[src/verilog/press_auto_pkg.sv]
package press_auto_pkg;

	// Logic cycle rate and millisecond time base.
	localparam int unsigned CLK_HZ         = 125_000_000;
	localparam int unsigned TICK_MS        = 1;
	localparam int unsigned MS_PER_S       = 1000;
	localparam int unsigned TICK_CYCLES    = (CLK_HZ / MS_PER_S) * TICK_MS;

	// Rearm pulse limits, each in its own unit; only the maximum is also given in ticks.
	localparam int unsigned REARM_MIN_SHORT_MS = 100;
	localparam int unsigned REARM_MIN_LONG_MS  = 350;
	localparam int unsigned REARM_MAX_S        = 30;
	localparam int unsigned REARM_MAX_TICKS    = (REARM_MAX_S * MS_PER_S) / TICK_MS;
	localparam int unsigned PULSE_CNT_W        = 16;

	// Values after reset.
	localparam logic RST_DRIVE   = 1'h0;
	localparam logic RST_PENDING = 1'h0;
	localparam logic RST_LEVEL   = 1'h0;

	// Halt-request mode encoding.
	localparam logic MODE_TRIGGER_LOW = 1'h0;
	localparam logic MODE_HALT_HIGH   = 1'h1;

	typedef enum logic [1:0] {
		ST_IDLE     = 2'h0,
		ST_RUN      = 2'h1,
		ST_STOP_PND = 2'h3
	} drive_state_t;

endpackage : press_auto_pkg

[src/verilog/rearm_pulse_check.sv]
module rearm_pulse_check
	import press_auto_pkg::*;
#(
	parameter int unsigned CNT_W     = PULSE_CNT_W,
	parameter int unsigned MAX_TICKS = REARM_MAX_TICKS
)(
	// Clock and reset.
	input  wire logic clk_i,
	input  wire logic rst_i,
	// Time base and selection.
	input  wire logic tick_i,
	input  wire logic long_min_i,
	// Rearm level and result.
	input  wire logic rearm_i,
	output logic      valid_o
);

	logic             level_q, level_d;
	logic             armed_q, armed_d;
	logic [CNT_W-1:0] cnt_q, cnt_d;
	logic             valid_q, valid_d;
	logic [CNT_W-1:0] min_ticks;
	logic [CNT_W-1:0] max_ticks;

	assign min_ticks = long_min_i ? CNT_W'(REARM_MIN_LONG_MS / TICK_MS)
	                              : CNT_W'(REARM_MIN_SHORT_MS / TICK_MS);
	assign max_ticks = CNT_W'(MAX_TICKS);

	////////////////////////////////////////////////////////////////////////////
	// The High phase is timed in whole ticks and saturates one above the limit.
	always_comb
	begin
		level_d = rearm_i;
		armed_d = armed_q;
		cnt_d   = cnt_q;
		valid_d = 1'h0;
		if (!rearm_i && !level_q)
		begin
			armed_d = 1'h1;
		end
		if (rearm_i && !level_q)
		begin
			cnt_d = '0;
		end
		else if (rearm_i && tick_i && cnt_q <= max_ticks)
		begin
			cnt_d = cnt_q + CNT_W'(1);
		end
		if (!rearm_i && level_q)
		begin
			valid_d = armed_q && cnt_q >= min_ticks && cnt_q <= max_ticks;
		end
	end

	always_ff @(posedge clk_i)
	begin
		if (rst_i)
		begin
			level_q <= RST_LEVEL;
			armed_q <= 1'h0;
			cnt_q   <= '0;
			valid_q <= 1'h0;
		end
		else
		begin
			level_q <= level_d;
			armed_q <= armed_d;
			cnt_q   <= cnt_d;
			valid_q <= valid_d;
		end
	end

	assign valid_o = valid_q;

endmodule : rearm_pulse_check

[src/verilog/press_auto_interlock.sv]
// Overview of operation
// - Trigger rising edge raises permit when unhindered.
// - Halt-high mode: High halt forces permit Low.
// - Trigger-low mode: halt input is ignored.
// - Static permit Low drops permit at once.
// - Start permit, if used, gates every rise.
// - Start permit unchecked while permit is High.
// - Cycle-end input marks top dead centre.
// - Rearm disabled: restart needs no rearm pulse.
// - Rearm enabled: timed Low-High-Low pulse re-allows rise.
// - Rearm-pending output High while awaiting pulse.
// - Trigger-low mode: trigger Low drops permit at the next stop position.
// - Upstroke option also allows stops on upstroke.
module press_auto_interlock
	import press_auto_pkg::*;
#(
	parameter int unsigned TICK_CNT  = TICK_CYCLES,
	parameter int unsigned MAX_TICKS = REARM_MAX_TICKS
)(
	// Clock and reset.
	input  wire logic CLK_SYS_I,
	input  wire logic RST_I,
	// Process inputs.
	input  wire logic TRIGGER_I,
	input  wire logic HALT_I,
	input  wire logic STATIC_PERMIT_I,
	input  wire logic START_PERMIT_I,
	input  wire logic CYCLE_END_I,
	input  wire logic UPSTROKE_I,
	input  wire logic REARM_I,
	// Configuration.
	input  wire logic HALT_MODE_I,
	input  wire logic START_PERMIT_EN_I,
	input  wire logic UPSTROKE_EN_I,
	input  wire logic REARM_EN_I,
	input  wire logic REARM_LONG_MIN_I,
	// Outputs.
	output logic      DRIVE_PERMIT_O,
	output logic      REARM_PENDING_O
);

	localparam int unsigned TICK_W = $clog2(TICK_CNT + 1);

	logic [TICK_W-1:0] tick_cnt_q, tick_cnt_d;
	logic              tick_q, tick_d;
	logic              trig_q, trig_d;
	drive_state_t      state_q, state_d;
	logic              drive_q, drive_d;
	logic              pend_q, pend_d;
	logic              rearm_valid;
	logic              hold_ok;
	logic              start_ok;
	logic              stop_pos;
	logic              stop_req;

	////////////////////////////////////////////////////////////////////////////
	// Millisecond time base.
	always_comb
	begin
		tick_d     = 1'h0;
		tick_cnt_d = tick_cnt_q + TICK_W'(1);
		if (tick_cnt_q == TICK_W'(TICK_CNT - 1))
		begin
			tick_cnt_d = '0;
			tick_d     = 1'h1;
		end
	end

	always_ff @(posedge CLK_SYS_I)
	begin
		if (RST_I)
		begin
			tick_cnt_q <= '0;
			tick_q     <= 1'h0;
		end
		else
		begin
			tick_cnt_q <= tick_cnt_d;
			tick_q     <= tick_d;
		end
	end

	rearm_pulse_check #(
		.CNT_W     (PULSE_CNT_W),
		.MAX_TICKS (MAX_TICKS)
	) u_rearm (
		.clk_i      (CLK_SYS_I),
		.rst_i      (RST_I),
		.tick_i     (tick_q),
		.long_min_i (REARM_LONG_MIN_I),
		.rearm_i    (REARM_I),
		.valid_o    (rearm_valid)
	);

	////////////////////////////////////////////////////////////////////////////
	// Trigger edge detector; it resets Low, so a High trigger at release is an edge.
	always_comb
	begin
		trig_d = TRIGGER_I;
	end

	always_ff @(posedge CLK_SYS_I)
	begin
		if (RST_I)
		begin
			trig_q <= RST_LEVEL;
		end
		else
		begin
			trig_q <= trig_d;
		end
	end

	////////////////////////////////////////////////////////////////////////////
	// Stop causes and start conditions.
	always_comb
	begin
		// Halt only counts in halt-high mode.
		hold_ok  = STATIC_PERMIT_I && !(HALT_MODE_I == MODE_HALT_HIGH && HALT_I);
		start_ok = TRIGGER_I && !trig_q && hold_ok && !pend_q
		           && (!START_PERMIT_EN_I || START_PERMIT_I);
		stop_pos = CYCLE_END_I || (UPSTROKE_EN_I && UPSTROKE_I);
		stop_req = HALT_MODE_I == MODE_TRIGGER_LOW && !TRIGGER_I;
	end

	////////////////////////////////////////////////////////////////////////////
	// Drive permit state machine.
	always_comb
	begin
		state_d = state_q;
		unique case (state_q)
			ST_IDLE:
			begin
				if (start_ok)
				begin
					state_d = ST_RUN;
				end
			end
			ST_RUN:
			begin
				// Start permit is no longer looked at here.
				if (!hold_ok)
				begin
					state_d = ST_IDLE;
				end
				else if (stop_req)
				begin
					state_d = stop_pos ? ST_IDLE : ST_STOP_PND;
				end
			end
			ST_STOP_PND:
			begin
				if (!hold_ok)
				begin
					state_d = ST_IDLE;
				end
				else if (!stop_req)
				begin
					state_d = ST_RUN;
				end
				else if (stop_pos)
				begin
					state_d = ST_IDLE;
				end
			end
			default:
			begin
				state_d = ST_IDLE;
			end
		endcase
		// The permit follows the next state, so the output adds no cycle of delay.
		drive_d = state_d != ST_IDLE;
	end

	always_ff @(posedge CLK_SYS_I)
	begin
		if (RST_I)
		begin
			state_q <= ST_IDLE;
			drive_q <= RST_DRIVE;
		end
		else
		begin
			state_q <= state_d;
			drive_q <= drive_d;
		end
	end

	////////////////////////////////////////////////////////////////////////////
	// Rearm interlock; a stop in the same cycle as a valid pulse keeps it set.
	always_comb
	begin
		pend_d = pend_q;
		if (!REARM_EN_I)
		begin
			pend_d = 1'h0;
		end
		else if (drive_q && !drive_d)
		begin
			pend_d = 1'h1;
		end
		else if (rearm_valid)
		begin
			pend_d = 1'h0;
		end
	end

	always_ff @(posedge CLK_SYS_I)
	begin
		if (RST_I)
		begin
			pend_q <= RST_PENDING;
		end
		else
		begin
			pend_q <= pend_d;
		end
	end

	assign DRIVE_PERMIT_O  = drive_q;
	assign REARM_PENDING_O = pend_q;

endmodule : press_auto_interlock

[config.mk]
export PLATFORM = sky130hd
export DESIGN_NAME = press_auto_interlock
export DESIGN_NICKNAME = d
export VERILOG_FILES = /design/src/verilog/press_auto_pkg.sv /design/src/verilog/rearm_pulse_check.sv /design/src/verilog/press_auto_interlock.sv
export SDC_FILE = /design/constraint.sdc
export NUM_CORES = 1
export LEC_CHECK = 0
export BUFFER_PORTS_ARGS = -buffer_cell sky130_fd_sc_hd__buf_2
export CAP_MARGIN = 20
export CORE_MARGIN = 5
export CORE_UTILIZATION = 57
export CTS_CLUSTER_SIZE = 40
export DETAILED_ROUTE_END_ITERATION = 7
export HOLD_SLACK_MARGIN = 0.05
export PLACE_DENSITY = 0.76
export SYNTH_ARGS = -nofsm -noshare
export SYNTH_HDL_FRONTEND = slang
export SYNTH_SLANG_ARGS = --single-unit
export TNS_END_PERCENT = 10
[constraint.sdc]
create_clock -name CLK_SYS_I -period 6.2 [get_ports CLK_SYS_I]
set_clock_uncertainty 0.1 [all_clocks]
set_input_delay 1.24 -clock CLK_SYS_I [delete_from_list [all_inputs] [get_ports CLK_SYS_I]]
set_output_delay 1.24 -clock CLK_SYS_I [all_outputs]
set_load 0.05 [all_outputs]
After elaboration in Yosys (flattened, before gate mapping):

Cells that the tools add are included.

* reductions and logical operators: 33
* add/subtract/negate cells: 2
* order comparisons: 2
* bitwise operators: 3
* eq/ne operators: 3
* mux-type cells: 12

Operator list (count)
* adder 17 x 1 -> 17 bit (second input constant): 1
* equality test 17 bit (second input constant): 1
* adder 16 x 1 -> 16 bit (second input constant): 1
* greater-or-equal comparator 16 bit: 1
* <= comparator 16 x 15 -> 1 bit (second input constant): 1
* logical AND 1 bit: 16
* two-way mux 2 bit: 7
* two-way mux 9 bit: 1
* zero test 1 bit: 8
* OR reduction 2 bit: 4
* case mux 2 bit (3 select lines): 1
* nonzero test 2 bit: 2
* two-way mux 1 bit: 3
* inverter 1 bit: 3
* equality test 2 x 1 -> 1 bit (second input constant): 1
* equality test 2 bit (second input constant): 1
* zero test 2 bit: 1
* logical OR 1 bit: 2

* output and inout bits: 2
* bits in registers: 42
* bits of input ports: 14

Longest topological paths before layout:

Gate-level depths: netlist of run 1.

* word-level depth: 12
* mapped depth: 8
* mapped depth without buffers: 7

By module:

From an unflattened synthesis of run 1, not the netlist that was laid out.

* cell total of the unflattened synthesis: 235
* area, all modules: 2107.0 sq um

By module, submodules not included
* press_auto_interlock: times used 1, area each 1069.8 sq um, cells each 111
* rearm_pulse_check: times used 1, area each 1037.2 sq um, cells each 124

Worst setup path before layout of run 1:

Ideal clock, no wire load.

* kind: input port to flip-flop
* start point: in TRIGGER_I
* end point: reg pend_q (netlist: REARM_PENDING_O)
* buffers on the path: 0
* arrival time: 2.295 ns
* cell stages on the path: 5
* data required time: 5.969 ns
* setup slack: 3.674 ns
* cells stage by stage: or4b_2 -> a21oi_1 -> o211ai_1 -> a32oi_1 -> nor3b_1

* longest elaborated chain between the ends: 10
* elaborated cells on any way between the ends: 17
* classes of those cells: mux (7); reduce/logical (10)

RTL lines
* start: declaration: RTL line press_auto_interlock.sv:24 `input wire logic TRIGGER_I,`
* logical AND 1 bit (3 in series): RTL line press_auto_interlock.sv:120 `start_ok = TRIGGER_I && !trig_q && hold_ok && !pend_q`
* logical AND 1 bit: RTL line press_auto_interlock.sv:121 `&& (!START_PERMIT_EN_I || START_PERMIT_I);`
* two-way mux 2 bit: RTL line press_auto_interlock.sv:134 `if (start_ok)`
* case mux 2 bit (3 select lines) *: RTL line press_auto_interlock.sv:131 `unique case (state_q)`
* nonzero test 2 bit *: RTL line press_auto_interlock.sv:172 `drive_d = state_d != ST_IDLE;`
* zero test 1 bit *: RTL line press_auto_interlock.sv:198 `else if (drive_q && !drive_d)`
* logical AND 1 bit *: RTL line press_auto_interlock.sv:198
* two-way mux 1 bit or nonzero test 2 bit (tied branches)
* end signal: assignment: RTL line press_auto_interlock.sv:216 `pend_q <= pend_d;`
* end: declaration: RTL line press_auto_interlock.sv:49 `logic pend_q, pend_d;`

Every way passes the cells marked *; elsewhere a longest branch is shown, timed or not.
A chain may end at the register's enable or synchronous reset.

Worst setup path in the final report of run 1:

* start point: reg u_rearm.cnt_q[1]
* end point: reg u_rearm.cnt_q[6]

* longest elaborated chain between the ends: 2
* elaborated cells on any way between the ends: 3
* classes of those cells: add/sub (1); order compare (1); reduce/logical (1)

RTL lines
* start: declaration: RTL line rearm_pulse_check.sv:20 `logic [CNT_W-1:0] cnt_q, cnt_d;`
* start signal: assignment: RTL line rearm_pulse_check.sv:68 `cnt_q <= cnt_d;`
* <= comparator 16 x 15 -> 1 bit: RTL line rearm_pulse_check.sv:45 `else if (rearm_i && tick_i && cnt_q <= max_ticks)`
* logical AND 1 bit: RTL line rearm_pulse_check.sv:45

Parallel ways exist; a longest one is shown, timed or not.

==> results_dict.tcl, run 1 <==
set metrics [dict create \
    ir_drop_v 0.000155 \
    setup_viol 0 \
    final_cell_area_um2 2210 \
    wl_per_cell_um 12.9 \
    hold_slack_ns 0.375 \
    totalWireLength_um 3740 \
    port_buffers 15 \
    post-route-drc-count 0 \
    cts_resized 0 \
    reg2reg_to "u_rearm.cnt_q[6]$_SDFFE_PP0P_" \
    overflow 0 \
    insertion_delay_ns 0.36 \
    period_share_pct 41.9 \
    first_pass_iters 4 \
    syn_avg_cell_area_um2 8.91 \
    reg2reg_from "u_rearm.cnt_q[1]$_SDFFE_PP0P_" \
    final_nets 266 \
    first_global_vias 1475 \
    synth_top_area_share_pct 41.1 \
    synth_common_cells "45 x nor2_1, 42 x dfxtp_1, 15 x xnor2_1, 13 x nand3_1, 12 x inv_1" \
    cts_buffer_depth 2 \
    synth_cell_types 41 \
    syn-cell-area_um2 2050 \
    maxCapViolations 0 \
    reg2reg_depth 7 \
    synth_largest_area_cell "dfxtp_1" \
    hold_depth 1 \
    cp_num_buf_inv 1 \
    worstSetupStartpointType "flop" \
    io_pins 16 \
    die_w_um 69.9 \
    synth_ff_type "dfxtp_1" \
    critPathMaxStageDelay_ns 0.62 \
    cp_common_cell "a21oi_1" \
    post-cts-setup-buffer-count 0 \
    grt_start_max_net_pins 18 \
    antenna_cells 0 \
    synth_edf_count 0 \
    root_buffer "clkbuf_4" \
    path_class "flop to flop" \
    ys_ff_latch 42 \
    dieArea_um2 4890 \
    synthTopCellsByArea "dfxtp_1 41%, nor2_1 8.2%, xnor2_1 6.4%, ha_1 4.9%, xor2_1 4.3%" \
    rrSetupSlack_ns 3.60 \
    initial_utilization_pct 60.0 \
    fp-row-count 21 \
    vias 1614 \
    area_delta_synth_final_pct 8.06 \
    cp_data_arrival_time_ns 2.73 \
    fmax_ghz 0.385 \
    grt_use_total_pct 16.3 \
    core_area_um2 3420 \
    p_per_area_nw_per_um2 213 \
    grt_pass1_wl_um 6420 \
    cp.required_ns 6.33 \
    worst-path-max-fanout 12 \
    ant_nets 0 \
    path_delay_family "compound AO/OA/AOI/OAI gates" \
    rsz0062_at_grt "no" \
    drv_slew 0 \
    cts_sinks 42 \
    fin_setup_tns_ns 0 \
    layout-drive-gt1-share_pct 13.5 \
    fin_crit_ns 2.60 \
    power_mw 0.473 \
    cts_buffers 5 \
    min-delay-start "tick_cnt_q[0]$_SDFF_PP0_" \
    placed_area_um2 2130 \
    worst_slew_pin_slew_ns 1.01 \
    hpwlAfterDp_um 2700 \
    startpoint "u_rearm.cnt_q[1]$_SDFFE_PP0P_" \
    drtIter0Drc 104 \
    netlist_instances 230 \
    cts_tree "built" \
    yosysMostFrequentCell "nor2_1" \
    antenna_found_initial 0 \
    synth_fp_nets 252 \
    hold_viol 0 \
    slew_headroom_pct 32.1 \
    min_to "tick_cnt_q[0]$_SDFF_PP0_" \
    crit_path_cell_trace "inv_1 > ha_1 > or4b_1 > o41a_1 > a21oi_1 > a21bo_2 > a21oi_1" \
    die_y_um 69.9 \
    yosys_warnings 0 \
    synthArstFlopShare_pct 0 \
    status "completed" \
    ys_seq_area_share_pct 41.1 \
    gp_congestion 0.905 \
    hold_path_class "flop to flop" \
    endpoint_kind "flop" \
    clk_pin_slew_ns 0.13 \
    p_leak_nw 0.778 \
    vias_per_cell 5.55 \
    htreeDepth 2 \
    post_cts_hold_buffer_count 0 \
    crit_slowest_cell "o41a_1" \
]
-- per-stage QoR --
stage / worst slack (ns) / utilization [%] / std cells
final: 3.60 / 64.8 / 291
after global routing: 3.46 / 64.8 / 291
after CTS: 3.62 / 64.8 / 291
after detailed placement: 3.51 / 62.4 / 283
after global placement: 3.54 / 62.4 / 283
after floorplan: 3.67 / - / 230
-- power by group --
part,switching [mW],total (mW),internal [mW]
Sequential,0.00234,0.276,0.273
Combinational,0.0120,0.0203,0.00834
Clock,0.0910,0.177,0.0856
Total,0.105,0.473,0.367
-- kinds of logic (layout without fill, tap and decap cells) --
family | after synthesis | after routing | synth area share [%]
simple gates | 99 | 99 | 24.7
flops | 42 | 42 | 41.1
compound gates | 35 | 35 | 13.6
xor+xnor | 25 | 25 | 10.7
buf+inv | 20 | 35 | 4.58
fa+ha+maj | 8 | 8 | 4.89
mux | 1 | 1 | 0.489
-- state kept, by name, indices dropped and copies added, names as in the netlist --
| name | flops |
|---|---|
| DRIVE_PERMIT_O | 1 |
| REARM_PENDING_O | 1 |
| state_q | 2 |
| tick_cnt_q | 17 |
| tick_q | 1 |
| trig_q | 1 |
| u_rearm.armed_q | 1 |
| u_rearm.cnt_q | 16 |
| u_rearm.level_q | 1 |
| u_rearm.valid_o | 1 |
-- cells in the final DEF, fill, tap and decap left out, types with 2 or more instances in the layout --
master and instances:
nand3_1 13, a211oi_1 7, and3_1 2, xnor2_1 15
clkbuf_4 5, nand2_1 10, a31o_2 2, dfxtp_1 42
xor2_1 10, nand4_1 7, and4_1 2, nor2b_1 5
o21ai_0 2, o211ai_1 2, a21oi_1 11, nor4b_1 3
nor2_1 45, nand4bb_1 2, a21bo_2 2, or4b_2 2
buf_2 15, ha_1 8, inv_1 12, nand3b_1 2
-- per-layer routing --
metal	track usage (%)	share of wire (%)	up-vias
met5	0	0	-
met4	7.02	1.3	0
met3	4.02	5.5	4
met2	26.8	49	40
met1	20.1	44	741
li1	-	-	829
-- how the worst max path moves through the flow --
stage                                endpoint  slack, ns  cells after the start
2_1_floorplan    REARM_PENDING_O$_SDFFE_PP0P_       3.67                      5
3_3_place_gp     REARM_PENDING_O$_SDFFE_PP0P_       3.54                      6
3_5_place_dp     REARM_PENDING_O$_SDFFE_PP0P_       3.51                      6
4_1_cts         u_rearm.cnt_q[6]$_SDFFE_PP0P_       3.62                      7
5_1_grt        u_rearm.cnt_q[12]$_SDFFE_PP0P_       3.46                      7
6_report        u_rearm.cnt_q[6]$_SDFFE_PP0P_       3.60                      7
-- final cells by class --
class / count / area [um2]
Sequential cell: 42 / 841
Inverter: 12 / 45.0
Timing Repair Buffer: 15 / 75.1
Clock inverter: 3 / 43.8
Clock buffer: 5 / 37.5
Multi-Input combinational cell: 168 / 1110
Tap cell: 46 / 57.6
Fill cell: 318 / 1200
-- worst register-to-register path: cells and delay by family (launching register included) --
| family | cells | cell delay [ns] |
|---|---|---|
| adders and majority gates | 1 | 0.13 |
| buffers and inverters | 1 | 0.09 |
| and+or+nand+nor | 1 | 0.43 |
| DFF | 1 | 0.36 |
| AOI/OAI and AO/OA | 4 | 1.37 |
No activity file was read; power rests on OpenSTA's default activity.
==> inputs of run 2 (changes only) <==
--- a/config.mk
+++ b/config.mk
@@ -8,11 +8,11 @@
 export BUFFER_PORTS_ARGS = -buffer_cell sky130_fd_sc_hd__buf_2
 export CAP_MARGIN = 20
 export CORE_MARGIN = 5
-export CORE_UTILIZATION = 57
+export CORE_UTILIZATION = 53
 export CTS_CLUSTER_SIZE = 40
 export DETAILED_ROUTE_END_ITERATION = 7
 export HOLD_SLACK_MARGIN = 0.05
-export PLACE_DENSITY = 0.76
+export PLACE_DENSITY = 0.75
 export SYNTH_ARGS = -nofsm -noshare
 export SYNTH_HDL_FRONTEND = slang
 export SYNTH_SLANG_ARGS = --single-unit
==> constraint.sdc (replaced) <==
create_clock -name CLK_SYS_I -period 2.3 [get_ports CLK_SYS_I]
set_clock_uncertainty 0.1 [all_clocks]
set_input_delay 0.46 -clock CLK_SYS_I [delete_from_list [all_inputs] [get_ports CLK_SYS_I]]
set_output_delay 0.46 -clock CLK_SYS_I [all_outputs]
set_load 0.05 [all_outputs]
==> results_dict.tcl, run 2 (synthesis gave the netlist of run 1 again) <==
set metrics [dict create \
    vias 1659 \
    overflow 0 \
    maxCapViolations 0 \
    worstSetupStartpointType "flop" \
    power_frac_comb_pct 4.4 \
    hold_path_class "input pin to flop" \
    gp_congestion 0.804 \
    clk_pin_slew_ns 0.08 \
    wl_met1_um 1760 \
    antenna_cells 0 \
    dr_wl_met2_um 1890 \
    final_cell_area_um2 2350 \
    status "complete, but fails checks" \
    final_cells 307 \
    ant_nets 0 \
    fmax_ghz 0.431 \
    grt_start_max_net_pins 18 \
    top_layer "met4" \
    internal-power_mw 0.972 \
    period_share_pct 101 \
    worst_slew_pin_slew_ns 0.531 \
    cts_buffer_depth 2 \
    wl_per_cell_um 12.5 \
    power_mw 1.25 \
    cp.required_ns 2.36 \
    reg.largest.list "tick_cnt_q x17, u_rearm.cnt_q x16, state_q x2" \
    insertion_delay_ns 0.29 \
    die_y_um 72.2 \
    vias_per_cell 5.40 \
    endpoint_kind "flop" \
    first_pass_iters 4 \
    seq_power_share_pct 59.3 \
    htreeDepth 2 \
    cts_sinks 42 \
    slew_headroom_pct 64.6 \
    grt_use_total_pct 15.9 \
    fin_crit_ns 2.32 \
    initial_utilization_pct 55.1 \
    core_area_um2 3720 \
    p_sw_mw 0.279 \
    cts_tree "built" \
    post-route-drc-count 0 \
    final_nets 280 \
    area_delta_synth_final_pct 14.9 \
    p_clk_share_pct 36.3 \
    rsz0062_at_grt "yes" \
    final_common_cell "nor2_1" \
    port_buffers 15 \
    worst-path-max-fanout 3 \
    post_cts_hold_buffer_count 0 \
    first_global_vias 1509 \
    grt_pass1_wl_um 6680 \
    fp-row-count 22 \
    totalWireLength_um 3850 \
    die_w_um 72.2 \
    wl_met3_um 132 \
    layout-drive-gt1-share_pct 18.5 \
    io_pins 16 \
    setup_viol 2 \
    antenna_found_initial 0 \
    cp_data_arrival_time_ns 2.38 \
    largest_register_ff_count 17 \
    violations "setup timing" \
    drv_slew 0 \
    ir_drop_v 0.000352 \
    worst_slack_ns -0.0210 \
    largest_register "tick_cnt_q" \
    hold_viol 0 \
    post-cts-setup-buffer-count 0 \
    path_class "flop to flop" \
    p_leak_nw 0.856 \
    switching_share_pct 22.3 \
    placed_area_um2 2240 \
    drtIter0Drc 62 \
    dp.cells 299 \
    hpwlAfterDp_um 2750 \
    final_cell_mix "45 x nor2_1, 42 x dfxtp_1, 15 x xnor2_1, 15 x buf_2, 13 x nand3_1" \
    dieArea_um2 5210 \
    cts_buffers 5 \
    root_buffer "clkbuf_8" \
    p_per_area_nw_per_um2 532 \
]
-- run 2: changes by cell type in the layout (fill, tap and decap cells not counted), moves of 3 or more --
cell and delta:
buf_4 +11, buf_6 +3, clkbuf_4 -5, clkbuf_8 +5
-- run 2: layout make-up --
| class | count | area (um2) |
|---|---|---|
| fillers | 331 | 1360 |
| multi-input cells | 168 | 1130 |
| flip-flops and latches | 42 | 841 |
| repair buffers | 29 | 191 |
| clock buffers | 6 | 72.6 |
| well taps | 48 | 60.1 |
| inverters | 12 | 45.0 |
| clock inverters | 2 | 13.8 |
-- run 2: layer usage --
layer	track usage (%)	vias to the layer above
li1	-	855
met1	20.6	779
met2	25.5	18
met3	3.74	7
met4	6.26	0
met5	0	-
-- run 2: timing repair --
item	in CTS	in global routing
resized for setup	2	4
pin swaps	2	0
setup endpoints to repair	14	14
-- run 2: path summary, 6_finish.rpt --
path | from | endpoint | slack (ns) | cells past startpoint
worst max-delay path | u_rearm.cnt_q[1]$_SDFFE_PP0P_ | u_rearm.cnt_q[11]$_SDFFE_PP0P_ | -0.02 | 8
worst min-delay path | TRIGGER_I | trig_q$_SDFF_PP0_ | 0.32 | 2
worst max register to register | u_rearm.cnt_q[1]$_SDFFE_PP0P_ | u_rearm.cnt_q[11]$_SDFFE_PP0P_ | -0.02 | 8
worst min register to register | u_rearm.armed_q$_SDFFE_PP0P_ | u_rearm.armed_q$_SDFFE_PP0P_ | 0.37 | 2
-- run 2: per-stage QoR --
stage                     setup TNS, ns  utilization, %  setup slack [ns]  hold WS (ns)
after floorplan                       0               -            0.0223         0.330
after global placement         -0.00447            60.3          -0.00447         0.344
after detailed placement         -0.425            60.3           -0.0767         0.360
after CTS                             0            62.8           0.00363         0.315
after global routing             -0.746            63.3           -0.0987         0.317
final                           -0.0248            63.3           -0.0210         0.321
-- run 2: power groups by stage --
stage | registers, mW | logic (mW) | clock network, mW
4_1_cts | 0.742 | 0.0556 | 0.469
2_1_floorplan | 0.761 | 0.0335 | 0
6_report | 0.742 | 0.0546 | 0.454
3_5_place_dp | 0.759 | 0.0553 | 0
3_3_place_gp | 0.759 | 0.0542 | 0
5_1_grt | 0.744 | 0.0633 | 0.505
-- run 2: worst max-delay path, cell delays in order (launching register included) --
cell	delay, ns
dfxtp_1	0.31
inv_1	0.08
ha_1	0.14
or4b_1	0.44
o41a_1	0.40
buf_6	0.16
a2111oi_4	0.35
xnor2_1	0.16
nor2_1	0.06
